==> config.mk <==
export PLATFORM = sky130hd
export DESIGN_NAME = pin_function_select
export DESIGN_NICKNAME = d
export VERILOG_FILES = /design/src/inc/pin_function_select_pkg.sv /design/src/logic/pin_lane.sv /design/src/logic/pin_function_select.sv
export SDC_FILE = /design/constraint.sdc
export NUM_CORES = 1
export LEC_CHECK = 0
export BUFFER_PORTS_ARGS = -buffer_cell sky130_fd_sc_hd__buf_2
export CELL_PAD_IN_SITES_DETAIL_PLACEMENT = 1
export CELL_PAD_IN_SITES_GLOBAL_PLACEMENT = 2
export CORE_UTILIZATION = 25
export CTS_CLUSTER_DIAMETER = 60
export DETAILED_ROUTE_END_ITERATION = 8
export GPL_TIMING_DRIVEN = 0
export PLACE_DENSITY = 0.74
export REMOVE_ABC_BUFFERS = 1
export SYNTH_ARGS = -nofsm -noshare
export SYNTH_HDL_FRONTEND = slang
export SYNTH_SLANG_ARGS = --single-unit
==> constraint.sdc <==
create_clock -name i_clk -period 1.6 [get_ports i_clk]
set_input_delay 0.08 -clock i_clk [delete_from_list [all_inputs] [get_ports i_clk]]
set_output_delay 0.08 -clock i_clk [all_outputs]
set_load 0.005 [all_outputs]
==> src/inc/pin_function_select_pkg.sv <==
// Purpose: Shared constants for the pin function select block
// Assumes: 32-bit APB register access, one aligned word per register
// Notes: Field codes are 4 bits, one field per pin
package pin_function_select_pkg;

  // ************************************************************
  // Register map
  // ************************************************************
  localparam logic [11:0] OFFSET_SEL_FIVE = 12'h000;
  localparam logic [11:0] OFFSET_SEL_SIX = 12'h004;
  localparam logic [31:0] RESET_SEL = 32'h0000_0000;
  localparam int FIELD_WIDTH = 4;

  // Field positions (low bit of each nibble)
  localparam int LSB_SEL5_BITS7_4 = 4;
  localparam int LSB_SEL5_BITS3_0 = 0;
  localparam int LSB_SEL6_BITS31_28 = 28;
  localparam int LSB_SEL6_BITS27_24 = 24;
  localparam int LSB_SEL6_BITS23_20 = 20;
  localparam int LSB_SEL6_BITS19_16 = 16;
  localparam int LSB_SEL6_BITS15_12 = 12;

  // ************************************************************
  // Function codes
  // ************************************************************
  localparam logic [3:0] CODE_ZERO = 4'h0;
  localparam logic [3:0] CODE_ONE = 4'h1;
  localparam logic [3:0] CODE_TWO = 4'h2;
  localparam logic [3:0] CODE_FOUR = 4'h4;
  localparam logic [3:0] CODE_GPIO = 4'h8;

  // Per-lane masks, bit k set when code k drives or samples the pin
  localparam logic [15:0] DRIVE_TIMER_LANE = 16'h0016;
  localparam logic [15:0] SINK_TIMER_LANE = 16'h0001;
  localparam logic [15:0] DRIVE_STROBE_LANE = 16'h0002;
  localparam logic [15:0] SINK_STROBE_LANE = 16'h0000;
  localparam logic [15:0] DRIVE_WAIT_LANE = 16'h0010;
  localparam logic [15:0] SINK_WAIT_LANE = 16'h0003;
  localparam logic [15:0] DRIVE_CAS_LANE = 16'h0012;
  localparam logic [15:0] SINK_CAS_LANE = 16'h0001;

  // Pull one selection field out of a register word
  function automatic logic [3:0] field_of(input logic [31:0] word, input int lsb);
    field_of = word[lsb +: FIELD_WIDTH];
  endfunction : field_of

  // Place function sources at code positions 1, 2 and 4
  function automatic logic [15:0] src_vec(input logic c1, input logic c2, input logic c4);
    src_vec = 16'h0000;
    src_vec[1] = c1;
    src_vec[2] = c2;
    src_vec[4] = c4;
  endfunction : src_vec

endpackage : pin_function_select_pkg

==> src/logic/pin_lane.sv <==
// Purpose: One multiplexed pin, steered by its 4-bit selection field
// Assumes: Inputs synchronous to i_clk
// Notes: Outputs are registered, so a field change reaches the pin one edge later
`timescale 1ns/1ps
module pin_lane
  import pin_function_select_pkg::*;
#(
  parameter logic [15:0] DRIVE_MASK = 16'h0000,
  parameter logic [15:0] SINK_MASK = 16'h0000
) (
  input wire logic i_clk,
  input wire logic i_reset_n,
  input wire logic [3:0] i_code,
  input wire logic [15:0] i_src,
  input wire logic i_gpio_out,
  input wire logic i_gpio_drive,
  input wire logic i_pin_in,
  output logic o_pin_out,
  output logic o_pin_oe_n,
  output logic [15:0] o_sink
);

  logic pin_out_reg;
  logic pin_out_next;
  logic pin_oe_n_reg;
  logic pin_oe_n_next;
  logic [15:0] sink_reg;
  logic [15:0] sink_next;

  // ************************************************************
  // Selection decode
  // ************************************************************
  // Reserved codes hit no mask bit: driver off, nothing sampled
  always_comb begin
    pin_out_next = 1'b0;
    pin_oe_n_next = 1'b1;
    sink_next = 16'h0000;
    if (i_code == CODE_GPIO) begin
      pin_out_next = i_gpio_out;
      pin_oe_n_next = ~i_gpio_drive;
      sink_next[CODE_GPIO] = i_pin_in;
    end else begin
      if (DRIVE_MASK[i_code]) begin
        pin_out_next = i_src[i_code];
        pin_oe_n_next = 1'b0;
      end
      if (SINK_MASK[i_code]) begin
        sink_next[i_code] = i_pin_in;
      end
    end
  end

  // Register pin and sink values; driver off in reset
  always_ff @(posedge i_clk or negedge i_reset_n) begin
    if (!i_reset_n) begin
      pin_out_reg <= 1'b0;
      pin_oe_n_reg <= 1'b1;
      sink_reg <= 16'h0000;
    end else begin
      pin_out_reg <= pin_out_next;
      pin_oe_n_reg <= pin_oe_n_next;
      sink_reg <= sink_next;
    end
  end

  assign o_pin_out = pin_out_reg;
  assign o_pin_oe_n = pin_oe_n_reg;
  assign o_sink = sink_reg;

endmodule : pin_lane

==> src/logic/pin_function_select.sv <==
// Purpose: Pin function selection registers and seven multiplexed pins
// Assumes: APB slave, 32-bit data, inputs synchronous to i_clk
// Notes: Every access answers one cycle after the access phase starts
//   Unmapped offsets answer with pslverr and drop the write
//   Pins and sinks are registered and follow a field change one edge later
//
// Functional notes
// - Fifth register low two fields: timer, chip select, PWM, unit output, GPIO
// - Sixth register fields 31-28, 23-20, 19-16: hi-Z, memory strobe, GPIO
// - Sixth register fields 27-24, 15-12: unit input, memory wait/CAS, output, GPIO
// - Each register holds eight nibble fields; only seven of the sixteen steer a pin
// - All fields read/write and cleared to zero on reset
`timescale 1ns/1ps
module pin_function_select
  import pin_function_select_pkg::*;
(
  input wire logic i_clk,
  input wire logic i_reset_n,
  // APB slave
  input wire logic i_psel,
  input wire logic i_penable,
  input wire logic i_pwrite,
  input wire logic [11:0] i_paddr,
  input wire logic [31:0] i_pwdata,
  output logic [31:0] o_prdata,
  output logic o_pready,
  output logic o_pslverr,
  // Pins, index 0..6 in field order
  input wire logic [6:0] i_pin_in,
  output logic [6:0] o_pin_out,
  output logic [6:0] o_pin_oe_n,
  // Function sources
  input wire logic [1:0] i_serial1_chip_select,
  input wire logic i_pwm1_output_a,
  input wire logic i_pwm1_output_b,
  input wire logic [3:0] i_prog_unit0_output_bit,
  input wire logic i_ext_mem_chip_select,
  input wire logic [1:0] i_ext_mem_write_mask,
  input wire logic i_ext_mem_column_strobe,
  input wire logic [6:0] i_gpio_bank2_out,
  input wire logic [6:0] i_gpio_bank2_drive,
  // Function sinks
  output logic o_timer3_input,
  output logic o_timer2_input,
  output logic [1:0] o_prog_unit0_input_bit,
  output logic o_ext_mem_wait,
  output logic [6:0] o_gpio_bank2_pin
);

  // ************************************************************
  // APB slave
  // ************************************************************
  // One wait state: idle takes the access, the response state answers
  typedef enum logic [1:0] {
    ST_IDLE = 2'b01,
    ST_RESP = 2'b10
  } bus_state_e;

  // Bus state, both selection words and the registered answer
  bus_state_e state_reg;
  bus_state_e state_next;
  logic [31:0] sel_five_reg;
  logic [31:0] sel_five_next;
  logic [31:0] sel_six_reg;
  logic [31:0] sel_six_next;
  logic [31:0] prdata_reg;
  logic [31:0] prdata_next;
  logic pslverr_reg;
  logic pslverr_next;
  logic hit_five;
  logic hit_six;
  logic commit;

  // Full 12-bit compare, so neither word shows up again at a higher offset
  assign hit_five = (i_paddr == OFFSET_SEL_FIVE);
  assign hit_six = (i_paddr == OFFSET_SEL_SIX);
  // Write lands only on the edge where pready is seen high
  assign commit = (state_reg == ST_RESP) && i_psel && i_penable;

  // Next-state, read data and register writes
  always_comb begin
    state_next = state_reg;
    prdata_next = prdata_reg;
    pslverr_next = pslverr_reg;
    sel_five_next = sel_five_reg;
    sel_six_next = sel_six_reg;
    case (state_reg)
      ST_IDLE: begin
        // Access phase seen: answer next cycle with data or an error
        if (i_psel && i_penable) begin
          state_next = ST_RESP;
          pslverr_next = ~(hit_five | hit_six); // Unmapped answers with an error
          prdata_next = 32'h0000_0000;
          if (!i_pwrite && hit_five) begin
            prdata_next = sel_five_reg;
          end
          if (!i_pwrite && hit_six) begin
            prdata_next = sel_six_reg;
          end
        end
      end
      ST_RESP: begin
        // Ready is high now; a write lands on this edge only
        state_next = ST_IDLE;
        pslverr_next = 1'b0;
        prdata_next = 32'h0000_0000;
        if (commit && i_pwrite && hit_five) begin
          sel_five_next = i_pwdata;
        end
        if (commit && i_pwrite && hit_six) begin
          sel_six_next = i_pwdata;
        end
      end
      default: begin
        // Illegal state code: back to idle with quiet outputs
        state_next = ST_IDLE;
        pslverr_next = 1'b0;
        prdata_next = 32'h0000_0000;
      end
    endcase
  end

  // ************************************************************
  // Registers
  // ************************************************************
  // Bus and selection registers; fields clear to zero on reset
  always_ff @(posedge i_clk or negedge i_reset_n) begin
    if (!i_reset_n) begin
      state_reg <= ST_IDLE;
      prdata_reg <= 32'h0000_0000;
      pslverr_reg <= 1'b0;
      sel_five_reg <= RESET_SEL;
      sel_six_reg <= RESET_SEL;
    end else begin
      state_reg <= state_next;
      prdata_reg <= prdata_next;
      pslverr_reg <= pslverr_next;
      sel_five_reg <= sel_five_next;
      sel_six_reg <= sel_six_next;
    end
  end

  // Bus outputs come straight from flops; pready is the response state bit
  assign o_prdata = prdata_reg;
  assign o_pready = state_reg[1];
  assign o_pslverr = pslverr_reg;

  // ************************************************************
  // Pin lanes
  // ************************************************************
  // Per-lane code, source vector and registered sink vector
  logic [3:0] lane_code [7];
  logic [15:0] lane_src [7];
  logic [15:0] lane_sink [7];

  // ************************************************************
  // Codes and sources
  // ************************************************************
  // Field per lane; unused nibbles of both words store but steer nothing
  assign lane_code[0] = field_of(sel_five_reg, LSB_SEL5_BITS7_4);
  assign lane_code[1] = field_of(sel_five_reg, LSB_SEL5_BITS3_0);
  assign lane_code[2] = field_of(sel_six_reg, LSB_SEL6_BITS31_28);
  assign lane_code[3] = field_of(sel_six_reg, LSB_SEL6_BITS27_24);
  assign lane_code[4] = field_of(sel_six_reg, LSB_SEL6_BITS23_20);
  assign lane_code[5] = field_of(sel_six_reg, LSB_SEL6_BITS19_16);
  assign lane_code[6] = field_of(sel_six_reg, LSB_SEL6_BITS15_12);

  // Output sources placed at their code positions
  assign lane_src[0] = src_vec(i_serial1_chip_select[0], i_pwm1_output_b,
                               i_prog_unit0_output_bit[0]);
  assign lane_src[1] = src_vec(i_serial1_chip_select[1], i_pwm1_output_a,
                               i_prog_unit0_output_bit[1]);
  assign lane_src[2] = src_vec(i_ext_mem_chip_select, 1'b0, 1'b0);
  assign lane_src[3] = src_vec(1'b0, 1'b0, i_prog_unit0_output_bit[2]);
  assign lane_src[4] = src_vec(i_ext_mem_write_mask[1], 1'b0, 1'b0);
  assign lane_src[5] = src_vec(i_ext_mem_write_mask[0], 1'b0, 1'b0);
  assign lane_src[6] = src_vec(i_ext_mem_column_strobe, 1'b0,
                               i_prog_unit0_output_bit[3]);

  // ************************************************************
  // Lane decode tables
  // ************************************************************
  // Hazard: a wrong mask bit here would let a reserved code drive a pin
  // Lane kinds differ only in which codes drive and which sample
  localparam logic [15:0] DRIVE_TAB [7] = '{DRIVE_TIMER_LANE, DRIVE_TIMER_LANE,
    DRIVE_STROBE_LANE, DRIVE_WAIT_LANE, DRIVE_STROBE_LANE, DRIVE_STROBE_LANE,
    DRIVE_CAS_LANE};
  localparam logic [15:0] SINK_TAB [7] = '{SINK_TIMER_LANE, SINK_TIMER_LANE,
    SINK_STROBE_LANE, SINK_WAIT_LANE, SINK_STROBE_LANE, SINK_STROBE_LANE,
    SINK_CAS_LANE};

  // ************************************************************
  // Lane instances
  // ************************************************************
  // One lane per steered field; lanes 2, 4 and 5 sample the pin only as GPIO
  for (genvar g = 0; g < 7; g++) begin : g_lane
    pin_lane #(
      .DRIVE_MASK(DRIVE_TAB[g]),
      .SINK_MASK(SINK_TAB[g])
    ) u_lane (
      .i_clk(i_clk),
      .i_reset_n(i_reset_n),
      .i_code(lane_code[g]),
      .i_src(lane_src[g]),
      .i_gpio_out(i_gpio_bank2_out[g]),
      .i_gpio_drive(i_gpio_bank2_drive[g]),
      .i_pin_in(i_pin_in[g]),
      .o_pin_out(o_pin_out[g]),
      .o_pin_oe_n(o_pin_oe_n[g]),
      .o_sink(lane_sink[g])
    );
    assign o_gpio_bank2_pin[g] = lane_sink[g][CODE_GPIO];
  end

  // ************************************************************
  // Function sinks
  // ************************************************************
  // Sampled functions, each from its lane's registered sink
  assign o_timer3_input = lane_sink[0][CODE_ZERO];
  assign o_timer2_input = lane_sink[1][CODE_ZERO];
  assign o_prog_unit0_input_bit[0] = lane_sink[3][CODE_ZERO];
  assign o_prog_unit0_input_bit[1] = lane_sink[6][CODE_ZERO];
  assign o_ext_mem_wait = lane_sink[3][CODE_ONE];

endmodule : pin_function_select

# ---- After elaboration in Yosys (flattened, before gate mapping)
# Memory sizes are Yosys's and may differ from the RTL's.
# Cells that the tools add are included.
dict set report totals {
  register_bits 176
  romBits 224
  memories 14
  input_bits 82
}
# memory depth width read_ports rd_clocked_by_memory_dff write_ports line
set mem_list {}
lappend mem_list {{(no name shown)} 16 1 1 0 0 pin_lane.sv:43} ;# if (DRIVE_MASK[i_code]) begin
lappend mem_list {{(no name shown)} 16 1 1 0 0 pin_lane.sv:47} ;# if (SINK_MASK[i_code]) begin
lappend mem_list {{(no name shown)} 16 1 1 0 0 pin_lane.sv:43}
lappend mem_list {{(no name shown)} 16 1 1 0 0 pin_lane.sv:43}
lappend mem_list {{(no name shown)} 16 1 1 0 0 pin_lane.sv:47}
lappend mem_list {{(no name shown)} 16 1 1 0 0 pin_lane.sv:43}
lappend mem_list {{8 more memories} - - - - - -}
dict set report classes {
  mux 99
  eq_ne 11
  n_lt_le_gt_ge 14
  reduce_logical 19
  bitwise_logic 16
}
# op n
set op_table {}
lappend op_table {{$mux W32} 4}
lappend op_table {{$and A16 B16 Y16} 7}
lappend op_table {{$mux W16} 7}
lappend op_table {{$mux W1} 65}
lappend op_table {{$mux W8} 7}
lappend op_table {{$lt A4 B5 Y1 const B} 7}
lappend op_table {{$bmux W1 S4} 7}
lappend op_table {{$demux W1 S4} 7}
lappend op_table {{$eq A4 B4 Y1 const B} 7}
lappend op_table {{$ge A4 B1 Y1 const B} 7}
lappend op_table {{$logic_and A1 B1 Y1} 15}
lappend op_table {{$eq A12 B3 Y1 const B} 1}
lappend op_table {{$logic_not A12 Y1} 1}
lappend op_table {{$not A1 Y1} 8}
lappend op_table {{$mux W2} 2}
lappend op_table {{$reduce_and A2 Y1} 2}
lappend op_table {{$eq A2 B1 Y1 const B} 1}
lappend op_table {{$eq A2 B2 Y1 const B} 1}
lappend op_table {{$ne A2 B2 Y1 const B} 1}
lappend op_table {{$logic_not A1 Y1} 1}
lappend op_table {{$or A1 B1 Y1} 1}

# ---- Depth between registers and ports, before layout
# Gate-level depths: netlist of run 1.
dict set report depth {
  ltp_word 7
  mapped_depth 6
}

# ---- Cells and area by module
# From an unflattened synthesis of run 1, not the netlist that was laid out.
dict set report unflattened {
  hier_cells 526
  hier_area_um2 7295.7
}
# mod cells_per_inst area_per_inst_um2 seq_area_each_um2 n_inst
set modules_own_cells {}
lappend modules_own_cells {pin_function_select 293 4100.2 2478.6 1}
lappend modules_own_cells {{pin_lane (g_lane[0].u_lane ...)} 46 674.4 451.7 2}
lappend modules_own_cells {{pin_lane (g_lane[2].u_lane ...)} 27 249.0 76.3 3}
lappend modules_own_cells {{pin_lane (g_lane[6].u_lane)} 31 561.8 451.7 1}
lappend modules_own_cells {{pin_lane (g_lane[3].u_lane)} 29 538.0 451.7 1}

# ---- Worst setup path before layout of run 1
# No wires, ideal clock.
dict set report synth_timing {
  path_kind {reg-to-reg}
  start {reg state_reg[0]}
  end {reg sel_six_reg[20]}
  path_stages_with_launch 6
  t_arrival_ps 1571
  required_time_ps 1475
  setup_slack_ps -96
  synth_period_minus_slack_ps 1696
  path_buffers 1
  cell_sequence {dfstp_2 > nand3b_1 > nor2_1 > nand3_1 > clkbuf_1 > mux2_2}
}
dict set report synth_between {
  elab_chain_len 6
}
# item line
set synth_lines {}
lappend synth_lines {{start: declaration} pin_function_select.sv:60} ;# bus_state_e state_reg;
lappend synth_lines {{start signal: assignment} pin_function_select.sv:135} ;# state_reg <= state_next;
lappend synth_lines {{$eq A2 B2 Y1 (*)} {pin_function_select.sv:78, pin_function_select.sv:87}}
lappend synth_lines {{$logic_and A1 B1 Y1 (2 in series)} pin_function_select.sv:78} ;# assign commit = (state_reg == ST_RESP) && i_psel && i_penable;
lappend synth_lines {{$logic_and A1 B1 Y1 (2 in series)} pin_function_select.sv:110} ;# if (commit && i_pwrite && hit_six) begin
lappend synth_lines {{$reduce_and A2 Y1 (no line) (*)} -}
lappend synth_lines {{end signal: assignment} pin_function_select.sv:139} ;# sel_six_reg <= sel_six_next;
lappend synth_lines {{end: declaration} pin_function_select.sv:64} ;# logic [31:0] sel_six_reg;
# Every way passes the cells marked *; elsewhere a longest branch is shown, timed or not.
# A chain may end at the register's enable or synchronous reset.

# ---- Worst setup path in the final report of run 1
dict set report layout_timing {
  start {reg state_reg[0]}
  end {reg prdata_reg[10] (netlist: o_prdata[10])}
}
dict set report layout_between {
  elab_chain_len 2
  word_cells_on_any_way 3
  classes_between {2 x eq/ne; 1 x mux}
}
# item line
set layout_lines {}
lappend layout_lines {{$eq A2 B1 Y1 (*)} pin_function_select.sv:87} ;# case (state_reg)
lappend layout_lines {{$ne A2 B2 Y1 (no line) / $mux W32 (equally long branches)} -}
lappend layout_lines {{end signal: assignment} pin_function_select.sv:136} ;# prdata_reg <= prdata_next;
lappend layout_lines {{end: declaration} pin_function_select.sv:66} ;# logic [31:0] prdata_reg;
# Marks and branches as above.

==> results of run 1 <==
cell type report:
| class | instances | share of cell area |
|---|---|---|
| clock buffers | 19 | 0.0552 |
| clock inverters | 13 | 0.0295 |
| inverters | 7 | 0.00327 |
| multi-input cells | 262 | 0.278 |
| flip-flops and latches | 125 | 0.391 |
| well taps | 270 | 0.0421 |
| repair buffers | 218 | 0.201 |
per-stage QoR:
| step | area (um2) | power (uW) |
|---|---|---|
| CTS | 7790 | 8190 |
| global route | 8030 | 8380 |
| global placement | 6110 | 3520 |
| finish | 8030 | 8070 |
| floorplan | 5060 | 3290 |
| detailed placement | 6250 | 3560 |
per-layer routing:
layer  wire length (um)  vias up  share of wire
li1                   -     1883              -
met1               6890     2083           0.45
met2               7810       93           0.51
met3                570       11          0.037
met4                160        0          0.010
met5                  0        -              0
repair_timing:
item / 4_1_cts / 5_1_grt
setup endpoints to repair: 76 / 98
hold endpoints to repair: 145 / 0
cloned: 3 / 2
setup buffers: 11 / 7
resized for setup: 77 / 46
hold buffers: 53 / 0
pin swaps: 12 / 7
where the power goes:
part	internal (uW)	total (uW)	switching, uW
sequential	3180	3180	5.28
clock	2980	4430	1460
combinational	227	449	222
worst register-to-register path, stage by stage, from the launching register on:
cell,delay (ns)
dfstp_2,0.53
nand2b_1,0.11
or2_4,0.30
or3_4,0.52
o21ai_2,0.17
synth_stat cells, drive strengths merged:
cell	count	area, um2
dfstp	8	210
nor4	3	33.8
clkbuf	12	45.0
or2	2	12.5
a21oi	10	50.1
nand3b	7	52.6
dfrtp	117	2930
nor2	13	48.8
a22oi	4	30.0
xnor2	1	8.76
inv	7	26.3
and3	3	18.8
mux2	64	721
nand3	4	20.0
nand4	2	12.5
buf	20	151
a21o	2	15.0
ha	2	25.0
nor3	11	55.1
a41oi	2	17.5
o21ai	37	185
nand2	42	158
mux2i	32	320
nor2b	8	50.1
nor3b	3	22.5
or3	3	18.8
nand2b	4	25.0
kinds of logic after synthesis:
kind of cell	share of synthesized area
AOI/OAI and AO/OA	0.0566
xor gates and xnor gates	0.00166
buffers and inverters	0.0423
and+or+nand+nor	0.100
muxes	0.198
adders and majority gates	0.00476
DFF	0.596
worst paths after layout:
check                                           start                           to  slack, ns  cells after the start
worst min-delay path            i_gpio_bank2_drive[3]  g_lane[3].u_lane.o_pin_oe_n       0.03                      3
worst max register to register           state_reg[0]                 o_prdata[10]       -0.1                      4
worst min register to register           o_prdata[28]                 o_prdata[28]       0.48                      2
worst max-delay path                     state_reg[0]                 o_prdata[10]       -0.1                      4
max in group asynchronous                   i_reset_n  g_lane[1].u_lane.o_pin_oe_n       0.60                      3
min in group asynchronous                   i_reset_n   g_lane[3].u_lane.o_sink[1]       0.21                      2
==> reports/metrics.yaml, run 1 <==
antenna_left: 0
h-tree-depth: 4
use_met3: 0.0382
grt_antenna_before_repair: 0
gp_congestion: 0.761
grtUsageTotal: 0.146
drv_slew: 0
timing.hold.ws_ns: 0.0267
ios: 142
layout_min_cycle_time_ns: 1.70
netlist-cell-type-count: 33
crit_family: "simple AND/OR/NAND/NOR gates"
cts_sinks: 125
synth_area_mm2: 0.00526
cap_viol_max_count: 0
fillers: 2227
max_stage_delay_ns: 0.53
synth_seq_cells: 125
max_freq_mhz: 588
powerDensity_mw_per_mm2: 1000
dp_slack_ns: -1.10
mostFrequentLayoutCells: "139 x buf_2, 117 x dfrtp_1, 53 x dlygate4sd3_1, 46 x mux2_4, 42 x nand2_1"
final_common_cell: "buf_2"
regArea_mm2: 0.00314
grt_pass1_wl_um: 24000
coreArea_mm2: 0.0204
required_ns: 1.93
grt_util_met1: 0.180
hpwl_um: 9400
yosysSeqAreaShare: 0.596
cts_tree: "yes"
netlist_instances: 423
synth_warnings: 0
overflow: 0
vias_per_cell: 4.45
path_cells: "nand2b_1 -> or2_4 -> or3_4 -> o21ai_2"
syn_to_final_growth_pct: 52.6
layout.cells.non_filler: 914
p_leak_uw: 0.00398
crit_path_max_fanout: 8
worstHoldPathType: "input pin to flop"
die_w_um: 147
wl_per_cell_um: 16.9
crit_slowest_cell: "dfstp_2"
violations: "setup timing"
worstMarginPinSlew_ns: 0.697
start_kind: "flop"
wirelength_um: 15400
slew_headroom: 0.535
rsz0062_at_grt: "true"
setup_slack_ns: -0.0996
antenna_cells: 0
die_y_um: 147
end_kind: "flop"
grt_max_degree: 65
grt_pass1_vias: 4417
vdd_drop_max_mv: 0.635
clockBufferDepth: 2
final.setup_skew_ns: 0.00962
top_usage_layer: "met2"
fin_crit_sh: 1.06
clk_pin_slew_ns: 0.06
cts_buffers: 17
dpl.cell_count: 808
placementRows: 52
drcViolationCount: 0
clk_latency_ns: 0.41
ctsRootBufferMaster: "clkbuf_16"
avgSynthCellArea_um2: 12.4
drive_above_1_share: 0.467
critPathBufInv: 0
status: "complete, but fails checks"
dr.pass1.iters: 4
critical_path_class: "flop to flop"
dieArea_mm2: 0.0216
cp.arrival_ns: 2.03
layout.nets: 715
start_util: 0.258
multiInputGateArea_mm2: 0.00223
hold_viol: 0
fin_util: 0.393
final.setup.tns_ns: -4.93
grtUsageMet2: 0.249
setup_violations: 93
port-buffer-count: 141
drtIter0Drc: 96
vias: 4070
Note: power is estimated with default switching activity, not from simulation.
==> run 2, diff against run 1 <==
--- a/config.mk
+++ b/config.mk
@@ -12,7 +12,8 @@
 export CTS_CLUSTER_DIAMETER = 60
 export DETAILED_ROUTE_END_ITERATION = 8
 export GPL_TIMING_DRIVEN = 0
-export PLACE_DENSITY = 0.74
+export PLACE_DENSITY_LB_ADDON = 0.1
+export RECOVER_POWER = 50
 export REMOVE_ABC_BUFFERS = 1
 export SYNTH_ARGS = -nofsm -noshare
 export SYNTH_HDL_FRONTEND = slang
==> constraint.sdc (replaced) <==
create_clock -name i_clk -period 1.6 [get_ports i_clk]
set_input_delay 0.32 -clock i_clk [delete_from_list [all_inputs] [get_ports i_clk]]
set_output_delay 0.32 -clock i_clk [all_outputs]
set_load 0.005 [all_outputs]
==> run 2 against run 1 <==
The flow still finishes with violations (setup timing). Highest routed layer unchanged. Clock-buffer cell count rose by 1. Wire length down 2.1%. Power is 6.3% lower. First-iteration DRC count increased by 57%. Cell area fell by 7.9%. Via count shrank 5.5%. Critical path depth is 2 higher. Global-route usage is 0.19 points lower. Worst hold slack better by 0.10 ns. Sequential share of layout area rose by 3.3 points. Critical endpoint is now sel_five_reg[29]. Final cell count decreased by 5.9%.
==> reports/metrics.yaml, run 2 (synthesized netlist as in run 1, its figures left out) <==
setup_slack_ns: -0.134  # was -0.0996 ns
vias_per_cell: 4.47  # was 4.45
cts_buffers: 17  # unchanged
worstMarginPinSlew_ns: 0.933  # was 0.697 ns
overflow: 0  # unchanged
grt_antenna_before_repair: 1  # was 0
cts_tree: "yes"  # unchanged
placementRows: 52  # unchanged
start_kind: "flop"  # unchanged
reg2reg_setup_slack_ns: -0.13  # was -0.1 ns
clk_latency_ns: 0.41  # about the same
crit_family: "buffers and inverters"  # was simple AND/OR/NAND/NOR gates
grt_max_degree: 64  # was 65
syn_to_final_growth_pct: 40.5  # was 52.6%
status: "complete, but fails checks"  # unchanged
cts_sinks: 125  # unchanged
start_util: 0.258  # unchanged
final.setup_skew_ns: 0.00747  # was 0.00962 ns
crit_path_max_fanout: 5  # was 8
violations: "setup timing"  # unchanged
drtIter0Drc: 151  # was 96
drcViolationCount: 0  # unchanged
grt_pass1_vias: 4159  # was 4,417
clockBufferDepth: 2  # unchanged
hold_viol: 0  # unchanged
h-tree-depth: 4  # unchanged
hpwl_um: 8920  # was 9400 um
drv_slew: 0  # unchanged
gp_congestion: 0.704  # was 0.761
grtUsageTotal: 0.144  # was 0.146
layout_min_cycle_time_ns: 1.73  # was 1.70 ns
max_stage_delay_ns: 0.38  # was 0.53 ns
vias: 3845  # was 4,070
die_w_um: 147  # unchanged
ctsRootBufferMaster: "clkbuf_16"  # unchanged
ios: 142  # unchanged
cp.arrival_ns: 2.02  # was 2.03 ns
wirelength_um: 15100  # was 15,400 um
crit_slowest_cell: "dfstp_2"  # unchanged
layout.cells.non_filler: 860  # was 914
port-buffer-count: 141  # unchanged
dr.pass1.iters: 4  # unchanged
powerDensity_mw_per_mm2: 1020  # was 1000 mW/mm2
antenna_left: 0  # unchanged
fin_util: 0.362  # was 0.393
clk_pin_slew_ns: 0.06  # about the same
final_common_cell: "buf_2"  # unchanged
grt_pass1_wl_um: 23500  # was 24,000 um
mostFrequentLayoutCells: "130 x buf_2, 117 x dfrtp_1, 42 x nand2_1, 38 x mux2_4, 32 x mux2i_1"  # was 139 x buf_2, 117 x dfrtp_1, 53 x dlygate4sd3_1, 46 x mux2_4, 42 x nand2_1
dpl.cell_count: 808  # unchanged
coreArea_mm2: 0.0204  # unchanged
fin_crit_sh: 1.08  # was 1.06
path_cells: "nand3b_1 -> buf_4 -> nor4_4 -> buf_6 -> clkbuf_16 -> mux2_4"  # was nand2b_1 -> or2_4 -> or3_4 -> o21ai_2
setup_violations: 82  # was 93
critical_path_class: "flop to flop"  # unchanged
cap_viol_max_count: 0  # unchanged
die_y_um: 147  # unchanged
wl_per_cell_um: 17.6  # was 16.9 um
end_kind: "flop"  # unchanged
dieArea_mm2: 0.0216  # unchanged
critPathBufInv: 3  # was 0
rsz0062_at_grt: "true"  # unchanged
drive_above_1_share: 0.479  # was 0.467
layout.nets: 660  # was 715
timing.hold.ws_ns: 0.128  # was 0.0267 ns
worstHoldPathType: "input pin to flop"  # unchanged
slew_headroom: 0.378  # was 0.535
p_leak_uw: 0.00367  # was 0.00398 uW
max_freq_mhz: 577  # was 588 MHz
required_ns: 1.89  # was 1.93 ns
vdd_drop_max_mv: 0.646  # was 0.635 mV
[run 2: changes by cell type in the layout (fill, tap and decap cells not counted), moves of 4 or more]
cell | before | now
dlygate4sd3_1 | 53 | 1
clkbuf_1 | 1 | 12
buf_2 | 139 | 130
mux2_2 | 18 | 26
mux2_4 | 46 | 38
buf_6 | 8 | 3
o21ai_1 | 13 | 18
o21ai_2 | 19 | 14
clkinv_2 | 1 | 5
[run 2: layer usage]
layer,up-vias,GRT usage,wire [um]
li1,1783,-,-
met1,1954,0.190,7150
met2,95,0.227,7050
met3,13,0.0391,709
met4,0,0.0526,189
met5,-,0,0
[run 2: what timing repair did]
action / CTS / global route
endpoints found under the hold margin: 58 / 0
pin swaps: 28 / 7
cloned: 3 / 3
hold buffers: 1 / 0
buffers inserted: 11 / 1
gates resized for setup: 71 / 36
setup endpoints to repair: 96 / 96
[run 2: worst paths after layout]
| path | cells after the start | from | to |
|---|---|---|---|
| max | 6 | state_reg[0] | sel_five_reg[29] |
| min | 3 | i_gpio_bank2_drive[5] | g_lane[5].u_lane.o_pin_oe_n |
| min reg2reg | 2 | o_prdata[14] | o_prdata[14] |
| min in group asynchronous | 2 | i_reset_n | g_lane[3].u_lane.o_sink[1] |
| max reg2reg | 6 | state_reg[0] | sel_five_reg[29] |
| max in group asynchronous | 3 | i_reset_n | g_lane[4].u_lane.o_pin_oe_n |
[run 2: stage by stage]
step	setup slack [ns]	total power, uW	cell area, um2	TNS [ns]
3_5_place_dp	-1.36	3570	6250	-85.68
6_report	-0.134	7550	7390	-5.87
2_1_floorplan	-0.908	3290	5060	-63.53
3_3_place_gp	-2.56	3530	6110	-413.55
5_1_grt	-0.188	7870	7390	-10.27
4_1_cts	-0.138	7690	7170	-6.28
[run 2: power breakdown]
part           internal, uW  total [uW]  switching (uW)  leakage (uW)
sequential             3180        3180            5.39       0.00171
combinational           153         363             210       0.00167
clock                  2600        4010            1410      0.000298
[run 2: final cells by class]
class	instances	area (um2)
repair buffers	164	1080
clock inverters	12	170
diodes	1	2.50
flip-flops and latches	125	3140
multi-input cells	261	2200
clock buffers	20	437
inverters	7	26.3
fillers	2254	13000
well taps	270	338
[run 2: worst reg2reg max path, delay by kind of cell (launching register included)]
kind,cells,cell delay [ns]
buffers and inverters,3,0.53
and+or+nand+nor,2,0.41
DFF,1,0.38
muxes,1,0.30
